===== config.mk =====
export PLATFORM = sky130hd
export DESIGN_NAME = eifp_top
export DESIGN_NICKNAME = d
export VERILOG_FILES = /design/src/inc/eifp_pkg.sv /design/src/inc/eifp_chan_if.sv /design/src/hdl/eifp_flags.sv /design/src/hdl/eifp_top.sv
export VERILOG_INCLUDE_DIRS = /design/src /design/src/inc
export SDC_FILE = /design/constraint.sdc
export NUM_CORES = 1
export LEC_CHECK = 0
export BUFFER_PORTS_ARGS = -buffer_cell sky130_fd_sc_hd__buf_2
export CELL_PAD_IN_SITES_DETAIL_PLACEMENT = 1
export CELL_PAD_IN_SITES_GLOBAL_PLACEMENT = 1
export CORE_MARGIN = 1
export CORE_UTILIZATION = 35
export DETAILED_ROUTE_END_ITERATION = 10
export GPL_TIMING_DRIVEN = 0
export PLACE_DENSITY = 0.82
export SKIP_LAST_GASP = 1
export SYNTH_ARGS = -nofsm -noshare
export SYNTH_HDL_FRONTEND = slang
export SYNTH_SLANG_ARGS = --single-unit

===== constraint.sdc =====
create_clock -name aclk -period 5.63 [get_ports aclk]
set_input_delay 0.8445 -clock aclk [delete_from_list [all_inputs] [get_ports aclk]]
set_output_delay 0.8445 -clock aclk [all_outputs]
set_load 0.1 [all_outputs]

===== src/inc/eifp_defs.svh =====
// register indices, field positions and reset values of the irq block
`ifndef EIFP_DEFS_SVH
`define EIFP_DEFS_SVH

// register indices; byte address is four times the index
`define EIFP_IDX_SENSE     8'hF4
`define EIFP_IDX_ENABLE    8'hF5
`define EIFP_IDX_FLAGS     8'hF6
`define EIFP_IDX_PRIO_A    8'hF8
`define EIFP_IDX_PRIO_B    8'hF9
`define EIFP_IDX_EVT_STAT  8'hFA
`define EIFP_IDX_EVT_MASK  8'hFB

// address bits that carry the index
`define EIFP_ADDR_MSB      9
`define EIFP_ADDR_LSB      2

// number of external request channels
`define EIFP_NCH           5

// priority a field positions
`define EIFP_PA_CH0        7
`define EIFP_PA_CH1        6
`define EIFP_PA_CH23       5
`define EIFP_PA_CH4        4
`define EIFP_PA_WDOG       3
`define EIFP_PA_TMR0       2
`define EIFP_PA_TMR1       1
`define EIFP_PA_TMR2       0

// priority b field positions
`define EIFP_PB_TMR3       7
`define EIFP_PB_TMR4       6
`define EIFP_PB_SERIAL     3
`define EIFP_PB_CONV       1

// reset values
`define EIFP_RST_BYTE      8'h00
`define EIFP_RST_CHAN      5'h00
`define EIFP_RST_LINE      5'h1F

`endif


===== src/inc/eifp_pkg.sv =====
// types shared by the irq flag and priority block
package eifp_pkg;
  typedef logic [4:0] eifp_chan_type;
  typedef logic [7:0] eifp_byte_type;
  typedef enum logic [1:0]
  {
    EIFP_RESP_OKAY   = 2'b00,
    EIFP_RESP_SLVERR = 2'b10
  } eifp_resp_type;
endpackage


===== src/inc/eifp_chan_if.sv =====
// carrier between the register side and the per-channel flag logic
`timescale 1ns/1ps
`default_nettype none
interface eifp_chan_if;
  import eifp_pkg::*;
  eifp_chan_type sense;
  eifp_chan_type line_sync;
  eifp_chan_type exc_ack;
  logic          rd_strobe;
  logic          wr_strobe;
  eifp_chan_type wr_data;
  eifp_chan_type flag;
  eifp_chan_type set_evt;
  modport ctrl (output sense, line_sync, exc_ack, rd_strobe, wr_strobe,
                output wr_data, input flag, set_evt);
  modport chan (input sense, line_sync, exc_ack, rd_strobe, wr_strobe,
                input wr_data, output flag, set_evt);
endinterface
`default_nettype wire


===== src/hdl/eifp_flags.sv =====
// per-channel request flags: sensing, read-then-write clear, auto clear
`timescale 1ns/1ps
`default_nettype none
`include "eifp_defs.svh"
module eifp_flags
(
  input  wire logic   aclk,
  input  wire logic   aresetn,
  eifp_chan_if.chan   ch
);
  import eifp_pkg::*;

  eifp_chan_type line_prev;
  eifp_chan_type arm;
  eifp_chan_type flag;
  eifp_chan_type set_cond;
  eifp_chan_type clr_cond;

  assign ch.flag    = flag;
  assign ch.set_evt = set_cond & ~flag;

  //////////////////////////////////////////////////////////////////////
  genvar i;
  generate
    for (i = 0; i < `EIFP_NCH; i = i + 1)
    begin : g_ch
      // set: low level, or a high-to-low step on the synced line
      assign set_cond[i] =
        (!ch.sense[i] && !ch.line_sync[i]) ||
        (ch.sense[i] && line_prev[i] && !ch.line_sync[i]);
      // clear: armed write of 0, or exception handling taken
      assign clr_cond[i] =
        (ch.wr_strobe && !ch.wr_data[i] && arm[i]) ||
        (ch.exc_ack[i] && !ch.sense[i] && ch.line_sync[i]) ||
        (ch.exc_ack[i] && ch.sense[i]);
    end
  endgenerate

  // flag state; a set in the clearing cycle wins
  always_ff @(posedge aclk)
  begin
    if (!aresetn)
      flag <= `EIFP_RST_CHAN;
    else
      flag <= set_cond | (flag & ~clr_cond);
  end

  // arm bits record a read that saw 1; a later write to the flags register with byte lane 0 strobed disarms
  always_ff @(posedge aclk)
  begin
    if (!aresetn)
      arm <= `EIFP_RST_CHAN;
    else if (ch.rd_strobe)
      arm <= flag;
    else if (ch.wr_strobe)
      arm <= `EIFP_RST_CHAN;
    else
      arm <= arm & flag;
  end

  // previous line level for edge detection; idle lines sit high
  always_ff @(posedge aclk)
  begin
    if (!aresetn)
      line_prev <= `EIFP_RST_LINE;
    else
      line_prev <= ch.line_sync;
  end
endmodule
`default_nettype wire


===== src/hdl/eifp_top.sv =====
// external irq flags, enables, sensing and priority with an axi4-lite port
`timescale 1ns/1ps
`default_nettype none
`include "eifp_defs.svh"

// Functional notes
// - a channel is masked while its enable bit is 0, allowed at 1.
// - sense bit 0: flag sets whenever the synced request line is low.
// - sense bit 1: flag sets on a high-to-low step of the line.
// - a flag clears on write 0 only after a read that saw 1.
// - level mode: exception handling with line high clears the flag.
// - edge mode: exception handling for the channel clears the flag.
// - writing 1 never sets a flag; flags reset 0; top bits unused.
// - priority bit 0 means level 0 (low), 1 means level 1 (high).
// - priority a: bits 7..3 ch0,ch1,ch2+3,ch4,watchdog; 2..0 timers 0-2.
// - priority b: 7,6 timers 3,4; 3 serial; 1 converter; rest unused.
// - sense bit 0 selects low level, 1 falling edge; resets 0.
module eifp_top
(
  input  wire logic                    aclk,
  input  wire logic                    aresetn,
  input  wire logic [31:0]             s_axi_awaddr,
  input  wire logic                    s_axi_awvalid,
  output logic                         s_axi_awready,
  input  wire logic [31:0]             s_axi_wdata,
  input  wire logic [3:0]              s_axi_wstrb,
  input  wire logic                    s_axi_wvalid,
  output logic                         s_axi_wready,
  output eifp_pkg::eifp_resp_type      s_axi_bresp,
  output logic                         s_axi_bvalid,
  input  wire logic                    s_axi_bready,
  input  wire logic [31:0]             s_axi_araddr,
  input  wire logic                    s_axi_arvalid,
  output logic                         s_axi_arready,
  output logic [31:0]                  s_axi_rdata,
  output eifp_pkg::eifp_resp_type      s_axi_rresp,
  output logic                         s_axi_rvalid,
  input  wire logic                    s_axi_rready,
  input  wire eifp_pkg::eifp_chan_type ext_request_line_n,
  input  wire eifp_pkg::eifp_chan_type exc_ack,
  output eifp_pkg::eifp_chan_type      irq_req,
  output eifp_pkg::eifp_chan_type      irq_prio,
  output logic                         watchdog_source_prio,
  output logic [4:0]                   timer_unit_source_prio,
  output logic                         serial_channel_source_prio,
  output logic                         converter_source_prio,
  output logic                         irq_out
);
  import eifp_pkg::*;

  //////////////////////////////////////////////////////////////////////
  // declarations
  eifp_chan_if chif ();
  eifp_chan_type ext_request_sense_sel;
  eifp_chan_type ext_request_enable;
  eifp_byte_type priority_level_a;
  eifp_byte_type priority_level_b;
  eifp_chan_type evt_status;
  eifp_chan_type evt_mask;
  eifp_chan_type line_meta;
  eifp_chan_type line_sync;
  logic          aw_held;
  logic          w_held;
  logic [31:0]   aw_addr;
  logic [31:0]   w_data;
  logic [3:0]    w_strb;
  logic          wr_fire;
  logic          rd_fire;
  logic          wr_lane0;
  logic          wr_mapped;
  logic          rd_mapped;
  logic [7:0]    next_rdata;
  eifp_chan_type ext_request_flag;

  //////////////////////////////////////////////////////////////////////
  // decode helpers
  // true when a byte address lands on the given register index
  function automatic logic reg_hit(input logic [31:0] addr,
                                   input logic [7:0] idx);
    reg_hit = (addr[`EIFP_ADDR_MSB:`EIFP_ADDR_LSB] == idx) &&
              (addr[31:`EIFP_ADDR_MSB+1] == '0);
  endfunction
  // true when a byte address lands on any implemented register
  function automatic logic reg_mapped(input logic [31:0] addr);
    reg_mapped = reg_hit(addr, `EIFP_IDX_SENSE)    ||
                 reg_hit(addr, `EIFP_IDX_ENABLE)   ||
                 reg_hit(addr, `EIFP_IDX_FLAGS)    ||
                 reg_hit(addr, `EIFP_IDX_PRIO_A)   ||
                 reg_hit(addr, `EIFP_IDX_PRIO_B)   ||
                 reg_hit(addr, `EIFP_IDX_EVT_STAT) ||
                 reg_hit(addr, `EIFP_IDX_EVT_MASK);
  endfunction

  //////////////////////////////////////////////////////////////////////
  // request line synchroniser; the pins are asynchronous to aclk
  // two stages, only the second is read by logic
  always_ff @(posedge aclk)
  begin
    if (!aresetn)
    begin
      line_meta <= `EIFP_RST_LINE;
      line_sync <= `EIFP_RST_LINE;
    end
    else
    begin
      line_meta <= ext_request_line_n;
      line_sync <= line_meta;
    end
  end

  //////////////////////////////////////////////////////////////////////
  // axi write channel: address and data taken in either order
  assign s_axi_awready = !aw_held && !s_axi_bvalid;
  assign s_axi_wready  = !w_held && !s_axi_bvalid;
  assign wr_fire       = aw_held && w_held && !s_axi_bvalid;
  assign wr_lane0      = wr_fire && w_strb[0];
  assign wr_mapped     = reg_mapped(aw_addr);

  // hold the address until its partner has arrived
  always_ff @(posedge aclk)
  begin
    if (!aresetn)
    begin
      aw_held <= 1'b0;
      aw_addr <= 32'h0000_0000;
    end
    else if (s_axi_awvalid && s_axi_awready)
    begin
      aw_held <= 1'b1;
      aw_addr <= s_axi_awaddr;
    end
    else if (wr_fire)
      aw_held <= 1'b0;
  end

  // hold the data until its partner has arrived
  always_ff @(posedge aclk)
  begin
    if (!aresetn)
    begin
      w_held <= 1'b0;
      w_data <= 32'h0000_0000;
      w_strb <= 4'h0;
    end
    else if (s_axi_wvalid && s_axi_wready)
    begin
      w_held <= 1'b1;
      w_data <= s_axi_wdata;
      w_strb <= s_axi_wstrb;
    end
    else if (wr_fire)
      w_held <= 1'b0;
  end

  // response one cycle after the write is performed
  always_ff @(posedge aclk)
  begin
    if (!aresetn)
    begin
      s_axi_bvalid <= 1'b0;
      s_axi_bresp  <= EIFP_RESP_OKAY;
    end
    else if (wr_fire)
    begin
      s_axi_bvalid <= 1'b1;
      s_axi_bresp  <= wr_mapped ? EIFP_RESP_OKAY : EIFP_RESP_SLVERR;
    end
    else if (s_axi_bready)
      s_axi_bvalid <= 1'b0;
  end

  //////////////////////////////////////////////////////////////////////
  // software registers; only the low byte lane carries data
  // sense select, enable and event mask; upper bits read as zero
  always_ff @(posedge aclk)
  begin
    if (!aresetn)
    begin
      ext_request_sense_sel <= `EIFP_RST_CHAN;
      ext_request_enable    <= `EIFP_RST_CHAN;
      evt_mask              <= `EIFP_RST_CHAN;
    end
    else if (wr_lane0)
    begin
      if (reg_hit(aw_addr, `EIFP_IDX_SENSE))
        ext_request_sense_sel <= w_data[4:0];
      if (reg_hit(aw_addr, `EIFP_IDX_ENABLE))
        ext_request_enable <= w_data[4:0];
      if (reg_hit(aw_addr, `EIFP_IDX_EVT_MASK))
        evt_mask <= w_data[4:0];
    end
  end

  // priority registers; unused b bits store but steer nothing
  always_ff @(posedge aclk)
  begin
    if (!aresetn)
    begin
      priority_level_a <= `EIFP_RST_BYTE;
      priority_level_b <= `EIFP_RST_BYTE;
    end
    else if (wr_lane0)
    begin
      if (reg_hit(aw_addr, `EIFP_IDX_PRIO_A))
        priority_level_a <= w_data[7:0];
      if (reg_hit(aw_addr, `EIFP_IDX_PRIO_B))
        priority_level_b <= w_data[7:0];
    end
  end

  //////////////////////////////////////////////////////////////////////
  // flag channels
  assign chif.sense     = ext_request_sense_sel;
  assign chif.line_sync = line_sync;
  assign chif.exc_ack   = exc_ack;
  assign chif.rd_strobe = rd_fire && reg_hit(s_axi_araddr, `EIFP_IDX_FLAGS);
  // only a write of 0 clears; a 1 written leaves the flag alone
  assign chif.wr_strobe = wr_lane0 && reg_hit(aw_addr,
                                              `EIFP_IDX_FLAGS);
  assign chif.wr_data   = w_data[4:0];
  assign ext_request_flag = chif.flag;
  eifp_flags u_flags
  (
    .aclk    (aclk),
    .aresetn (aresetn),
    .ch      (chif.chan)
  );

  //////////////////////////////////////////////////////////////////////
  // event status: sticky, cleared by reading it, new events win
  always_ff @(posedge aclk)
  begin
    if (!aresetn)
      evt_status <= `EIFP_RST_CHAN;
    else if (rd_fire && reg_hit(s_axi_araddr, `EIFP_IDX_EVT_STAT))
      evt_status <= chif.set_evt;
    else
      evt_status <= evt_status | chif.set_evt;
  end

  // one level interrupt while an unmasked event bit is set
  always_ff @(posedge aclk)
  begin
    if (!aresetn)
      irq_out <= 1'b0;
    else
      irq_out <= |(evt_status & evt_mask);
  end

  //////////////////////////////////////////////////////////////////////
  // axi read channel: one read at a time, data one cycle after address
  assign s_axi_arready = !s_axi_rvalid;
  assign rd_fire       = s_axi_arvalid && s_axi_arready;
  assign rd_mapped     = reg_mapped(s_axi_araddr);

  // read mux; unmapped addresses and bits 7..5 of the channel registers read as zero
  always_comb
  begin
    next_rdata = 8'h00;
    if (reg_hit(s_axi_araddr, `EIFP_IDX_SENSE))
      next_rdata = {3'b000, ext_request_sense_sel};
    else if (reg_hit(s_axi_araddr, `EIFP_IDX_ENABLE))
      next_rdata = {3'b000, ext_request_enable};
    else if (reg_hit(s_axi_araddr, `EIFP_IDX_FLAGS))
      next_rdata = {3'b000, ext_request_flag};
    else if (reg_hit(s_axi_araddr, `EIFP_IDX_PRIO_A))
      next_rdata = priority_level_a;
    else if (reg_hit(s_axi_araddr, `EIFP_IDX_PRIO_B))
      next_rdata = priority_level_b;
    else if (reg_hit(s_axi_araddr, `EIFP_IDX_EVT_STAT))
      next_rdata = {3'b000, evt_status};
    else if (reg_hit(s_axi_araddr, `EIFP_IDX_EVT_MASK))
      next_rdata = {3'b000, evt_mask};
  end

  // registered read answer, held until the master takes it
  always_ff @(posedge aclk)
  begin
    if (!aresetn)
    begin
      s_axi_rvalid <= 1'b0;
      s_axi_rdata  <= 32'h0000_0000;
      s_axi_rresp  <= EIFP_RESP_OKAY;
    end
    else if (rd_fire)
    begin
      s_axi_rvalid <= 1'b1;
      s_axi_rdata  <= {24'h00_0000, next_rdata};
      s_axi_rresp  <= rd_mapped ? EIFP_RESP_OKAY : EIFP_RESP_SLVERR;
    end
    else if (s_axi_rready)
      s_axi_rvalid <= 1'b0;
  end

  //////////////////////////////////////////////////////////////////////
  // requests and priorities toward the cpu; registered for clean timing
  always_ff @(posedge aclk)
  begin
    if (!aresetn)
    begin
      irq_req  <= `EIFP_RST_CHAN;
      irq_prio <= `EIFP_RST_CHAN;
    end
    else
    begin
      irq_req  <= ext_request_flag & ext_request_enable;
      // channels 2 and 3 share one priority bit
      irq_prio <= {priority_level_a[`EIFP_PA_CH4],
                   priority_level_a[`EIFP_PA_CH23],
                   priority_level_a[`EIFP_PA_CH23],
                   priority_level_a[`EIFP_PA_CH1],
                   priority_level_a[`EIFP_PA_CH0]};
    end
  end

  // priority levels of the other on-chip sources
  always_ff @(posedge aclk)
  begin
    if (!aresetn)
    begin
      watchdog_source_prio       <= 1'b0;
      timer_unit_source_prio     <= `EIFP_RST_CHAN;
      serial_channel_source_prio <= 1'b0;
      converter_source_prio      <= 1'b0;
    end
    else
    begin
      watchdog_source_prio <= priority_level_a[`EIFP_PA_WDOG];
      timer_unit_source_prio <= {priority_level_b[`EIFP_PB_TMR4],
        priority_level_b[`EIFP_PB_TMR3], priority_level_a[`EIFP_PA_TMR2],
        priority_level_a[`EIFP_PA_TMR1],
        priority_level_a[`EIFP_PA_TMR0]};
      serial_channel_source_prio <=
        priority_level_b[`EIFP_PB_SERIAL];
      converter_source_prio <= priority_level_b[`EIFP_PB_CONV];
    end
  end
endmodule
`default_nettype wire


## After elaboration in Yosys (flattened, before gate mapping)

Index checks and enable logic that the tools add are counted.

- Equality and inequality tests: 14
- Muxes and demuxes: 19
- Bitwise logic cells: 9
- Reductions and logical operators: 123

Operators with widths:

| operator | number |
|---|---|
| $eq A8 B8 Y1 const B | 14 |
| $logic_and A1 B1 Y1 | 65 |
| $logic_not A22 Y1 | 2 |
| $mux W8 | 5 |
| $logic_or A1 B1 Y1 | 27 |
| $and A5 B5 Y5 | 5 |
| $mux W5 | 5 |
| $logic_not A1 Y1 | 19 |
| $not A5 Y5 | 2 |
| $or A5 B5 Y5 | 2 |
| $reduce_and A2 Y1 | 5 |
| $reduce_bool A2 Y1 | 4 |
| $mux W1 | 7 |
| $reduce_or A5 Y1 | 1 |
| $mux W2 | 2 |

- Flip-flop bits (word level): 137
- Bits of input ports: 117

## Logic depth before layout (Yosys ltp)

- Depth in word-level cells: 11
- Mapped depth: 6
- Gate-level depth less buffers: 5

## Hierarchy

Synthesis repeated with hierarchy kept, for this count alone.

- Cell total of the unflattened synthesis: 600
- Area total of the unflattened synthesis: 5,529.1 um^2

By module, submodules not included:

| module | instances | cells an instance | area each (um^2) |
|---|---|---|---|
| eifp_top | 1 | 539 | 4,917.2 |
| eifp_flags | 1 | 61 | 611.8 |

## Worst setup path before layout

OpenSTA, ideal clock, no wires.

- Kind: reg-to-reg
- Start: register s_axi_bvalid
- End: register aw_addr[10]
- Library setup time: 0.076 ns
- Arrival: 2.900 ns
- Data required time: 5.554 ns
- Setup slack: 2.654 ns
- Stages on the path, launching flop included: 6
- Buffers on the path: 1
- Cell sequence: dfxtp_1 > nor2_1 > and2_1 > clkbuf_1 > nand2_1 > a21boi_0

- Word-level cells in the longest chain between the ends: 3

Ends and longest elaborated chain:

| element | line | text |
|---|---|---|
| start: declaration | eifp_top.sv:30 | `output logic s_axi_bvalid,` |
| start signal: assignment | eifp_top.sv:160 | `s_axi_bvalid <= 1'b0;` |
| start signal: assignment | eifp_top.sv:165 | `s_axi_bvalid <= 1'b1;` |
| start signal: assignment | eifp_top.sv:169 | `s_axi_bvalid <= 1'b0;` |
| $logic_not A1 Y1 | eifp_top.sv:113 | `assign s_axi_awready = !aw_held && !s_axi_bvalid;` |
| $logic_and A1 B1 Y1 | eifp_top.sv:113 |  |
| via s_axi_awready | eifp_top.sv:24 | `output logic s_axi_awready,` |
| $logic_and A1 B1 Y1 | eifp_top.sv:127 | `else if (s_axi_awvalid && s_axi_awready)` |
| end signal: assignment | eifp_top.sv:130 | `aw_addr <= s_axi_awaddr;` |
| end: declaration | eifp_top.sv:64 | `logic [31:0] aw_addr;` |

The timed path passes the listed nets, and every way through them passes these cells.
A chain may end at the register's enable or synchronous reset.

## Final worst setup path

- Start: input s_axi_araddr[10]
- End: register evt_status[1]

- Word-level cells in the longest chain between the ends: 4

Ends and longest elaborated chain:

| element | line | text |
|---|---|---|
| start: declaration | eifp_top.sv:32 | `input wire logic [31:0] s_axi_araddr,` |
| $logic_not A22 Y1 | eifp_top.sv:81 | `` (addr[31:`EIFP_ADDR_MSB+1] == '0); `` |
| $logic_and A1 B1 Y1 | eifp_top.sv:80 | `` reg_hit = (addr[`EIFP_ADDR_MSB:`EIFP_ADDR_LSB] == idx) && `` |
| $logic_and A1 B1 Y1 | eifp_top.sv:235 | `` else if (rd_fire && reg_hit(s_axi_araddr, `EIFP_IDX_EVT_STAT)) `` |
| $mux W5 | eifp_top.sv:235 |  |
| end signal: assignment | eifp_top.sv:234 | `` evt_status <= `EIFP_RST_CHAN; `` |
| end signal: assignment | eifp_top.sv:236 | `evt_status <= chif.set_evt;` |
| end signal: assignment | eifp_top.sv:238 | `evt_status <= evt_status \| chif.set_evt;` |
| end: declaration | eifp_top.sv:58 | `eifp_chan_type evt_status;` |

No other way between the ends.

==> parameters.txt <==
Parameter                              Value

Run status
  Run status    finished clean

Place
  Final weighted congestion of routability-driven global placement    approximately 0.84
  Port Buffer Count    approximately 120
  Cell area after placement    between 6000 and 7000 um^2
  Placed Cells    roughly 970
  Half-perimeter wire length after detailed placement    between 10000 and 15000 um

Worst hold path
  Terminating pin of the worst hold path    chif.line_sync[1]
  Count of cells along the worst hold path    1
  Classification of the worst-slack hold path    flop to flop
  Start point of the worst min-delay path    line_meta[1]

Power and ir drop
  Switching portion of total power    0.2666
  Pleak    between 3 and 4 nW
  Power Dens Cells    approximately 330 nW/um^2
  Cell internal power dissipation    1.705 mW
  Peak supply drop    ~0.23 mV
  Part of the total power dissipated in sequential elements    0.425
  Power share of the combinational group    0.131
  Switching Power    0.6199 mW
  Proportion of power drawn by the clock network    0.443

Cells and area
  Number of standard cells in the layout, taps in and fillers out    1000
  Net count, final    roughly 900
  Most common cell after layout, fill and taps aside    sky130_fd_sc_hd__nand2_1
  Design Area, Final    a little over 7000 um^2
  Synthesis-to-layout area growth    26.96%
  Share of post-route cells with drive strength above 1    0.2357
  Number of diodes added for antenna fixing    0
  Fill count    between 1500 and 2000
  Top library cells by usage in the layout, fill and taps aside    sky130_fd_sc_hd__nand2_1, sky130_fd_sc_hd__dfxtp_1, sky130_fd_sc_hd__buf_2

Die
  Die area    ~16000 um^2
  Number of rows created at floorplan    45
  Vertical die dimension    around 130 um
  Core region area    15370 um^2
  # IOs    roughly 180
  Chip Width    approximately 130 um
  Starting density of the core    0.3621

Synth
  Share of cell area taken by muxes after synthesis    0.07914
  EDFF count, synth    0
  Compound-gate portion of the synthesized area    0.1477
  Simple-gate share of the synthesized area    0.2167
  Area share of xor/xnor cells in the synthesized design    0
  Main combinational cell family by area after synthesis    simple AND/OR/NAND/NOR gates
  Post-synthesis register bit count    approximately 130
  Cell count after synthesis    a little over 600
  Syn_area_per_cell    between 9 and 10 um^2
  Adder and majority cell fraction of the synthesized area    0
  Sequential-to-total area share from yosys stat    0.4748
  Summed instance area of the synthesized netlist    about 5600 um^2
  Predominant post-synthesis flop cell    sky130_fd_sc_hd__dfxtp_1
  Count of yosys warnings during synthesis    0
  Proportion of synthesized flip-flops having asynchronous set or reset    0
  Post-synth cell types    45

CTS
  H-Tree Level Count    4
  Clock edge transition at the registers on the reported setup and hold paths    about 0.050 ns
  Cell chosen for the clock root    sky130_fd_sc_hd__clkbuf_16
  Number of sinks driven by the clock tree    between 100 and 150
  Insertion delay to the later sink of the worst-skew pair    between 0.4 and 0.5 ns
  Number of buffers between clock root and the deepest sink    2
  Clock buffer count from CTS    17
  Post-cts repair resize count    0
  TritonCTS clock tree    done
  Post-CTS Hold Fix Bufs    0
  Post-CTS Setup Inserts    0

Drt
  Iter 0 DRT Violations    between 200 and 250
  WL/cell    15.32 um
  Antenna-violating nets left    0
  Total routed wirelength    ~15000 um
  DR DRC count    0
  Number of detailed-route iterations in the first pass    4
  DR vias/cell    between 4 and 5
  Count of vias placed by the detailed router    4724

Global route
  Via count of the first global-routing pass    roughly 5000
  Pin count of the biggest net entering global routing    17
  GRT Residual Overflow    0
  Number of antenna violations at the first check in global routing    0
  Global-route usage over all layers    0.1992
  Wire length of the first global-routing pass    24980 um

Timing
  Final clock skew    roughly 0.0077 ns
  RSZ-0062 raised after global routing    false
  Min Clock Period, post-route    roughly 2.5 ns
  Rel. slew slack    0.3954
  Final cycle utilization of the critical path    0.4497
  Slew of the pin with the lowest slew margin    roughly 0.9 ns
  Final hold violation count    0
  Fin. max-slew vios    0
  Final hold slack    a little over 0.4 ns
  Upper clock frequency limit    ~0.39 GHz
  Setup-failing EPs final    0
  Sum of negative setup slack    0 ns

Worst setup path
  Worst r2r path cells    6
  FF-to-FF End    priority_level_a[2]
  Worst Path Max Fanout    10
  Endpoint required time on the critical path    roughly 6.0 ns
  Slack of the worst reg-to-reg path    ~3.3 ns
  Startpoint Class    input pin
  Type of the worst setup path    input pin to flop
  Origin of the critical flop-to-flop path    aw_addr[25]
  Critical path arrival    2.85 ns
  Capturing element type of the critical path    flop

Flow run
  Max cap viols    0
-- metrics by stage --
| step | total power [mW] | setup WS, ns | utilization |
|---|---|---|---|
| after floorplan | 1.234 | 2.654 | - |
| after global placement | 1.306 | 2.774 | 0.4238 |
| after detailed placement | 1.313 | 2.705 | 0.4238 |
| after CTS | 2.353 | 3.112 | 0.4597 |
| after global routing | 2.419 | 2.854 | 0.4597 |
| final | 2.325 | 3.098 | 0.4597 |
-- worst max-delay path by stage --
| stage | startpoint | endpoint | depth (start not counted) |
|---|---|---|---|
| 2_1_floorplan | s_axi_bvalid | aw_addr[10] | 5 |
| 4_1_cts | s_axi_araddr[10] | evt_status[2] | 7 |
| 6_report | s_axi_araddr[10] | evt_status[1] | 7 |
| 3_3_place_gp | s_axi_araddr[25] | evt_status[0] | 7 |
| 3_5_place_dp | s_axi_araddr[25] | evt_status[2] | 7 |
| 5_1_grt | s_axi_araddr[10] | evt_status[1] | 7 |
-- kinds of logic (layout without fill, tap and decap cells) --
family          Yosys count  count (layout)
compound gates          112             112
buf+inv                  87             234
flops                   132             132
mux                      44              44
other cells               1              26
simple gates            241             241
-- cell usage after synthesis (7+ instances only) --
library cell | count | area share
sky130_fd_sc_hd__and3_1 | 7 | 0.0079
sky130_fd_sc_hd__mux2i_1 | 44 | 0.079
sky130_fd_sc_hd__dfxtp_1 | 132 | 0.47
sky130_fd_sc_hd__buf_4 | 29 | 0.039
sky130_fd_sc_hd__inv_1 | 30 | 0.020
sky130_fd_sc_hd__nand2b_1 | 24 | 0.027
sky130_fd_sc_hd__nor4_1 | 8 | 0.0090
sky130_fd_sc_hd__o21a_1 | 12 | 0.016
sky130_fd_sc_hd__nor2_1 | 19 | 0.013
sky130_fd_sc_hd__nand2_1 | 135 | 0.091
sky130_fd_sc_hd__clkbuf_1 | 22 | 0.015
sky130_fd_sc_hd__nand3_1 | 8 | 0.0072
sky130_fd_sc_hd__and2_1 | 7 | 0.0079
sky130_fd_sc_hd__a21oi_1 | 15 | 0.013
sky130_fd_sc_hd__a21boi_0 | 53 | 0.071
-- metal layers --
metal  vias to the layer above  wire, um  track usage
met4                         0       193      0.05675
met5                         -         0            0
met3                        20       850      0.05801
met1                      2208      6710       0.2349
li1                       2359         -            -
met2                       137      7562       0.3497
-- worst max-delay path, cell delays in order --
cell and delay [ns]:
sky130_fd_sc_hd__buf_2 0.09, sky130_fd_sc_hd__nor4_1 0.36, sky130_fd_sc_hd__nand2_1 0.24, sky130_fd_sc_hd__nor4_2 0.54, sky130_fd_sc_hd__clkbuf_1 0.39, sky130_fd_sc_hd__a21boi_0 0.18, sky130_fd_sc_hd__o21a_1 0.21
-- registers in the layout, summed over array words and instances (netlist names), 8 cells and up --
register / count
s_axi_rdata: 8
w_data: 8
aw_addr: 30
priority_level_a: 8
priority_level_b: 8
-- power groups by stage --
stage	Clock [mW]	Combinational (mW)	Sequential, mW
after global routing	1.10	0.329	0.993
after global placement	0	0.300	1.01
after floorplan	0	0.202	1.03
after detailed placement	0	0.305	1.01
final	1.03	0.305	0.989
after CTS	1.06	0.307	0.988
-- cell type report --
class / instances / area, um^2 / share of cell area
buffer: 57 / 337.8 / 0.04781
sequential: 132 / 2643 / 0.3740
tap: 211 / 264.0 / 0.03736
inverter: 30 / 112.6 / 0.01594
timing repair buffer: 118 / 590.6 / 0.08358
clock inverter: 5 / 50.05 / 0.007083
multi-input combinational: 423 / 2566 / 0.3632
clock buffer: 24 / 501.7 / 0.07101
Power figures use the tool's default switching activity.
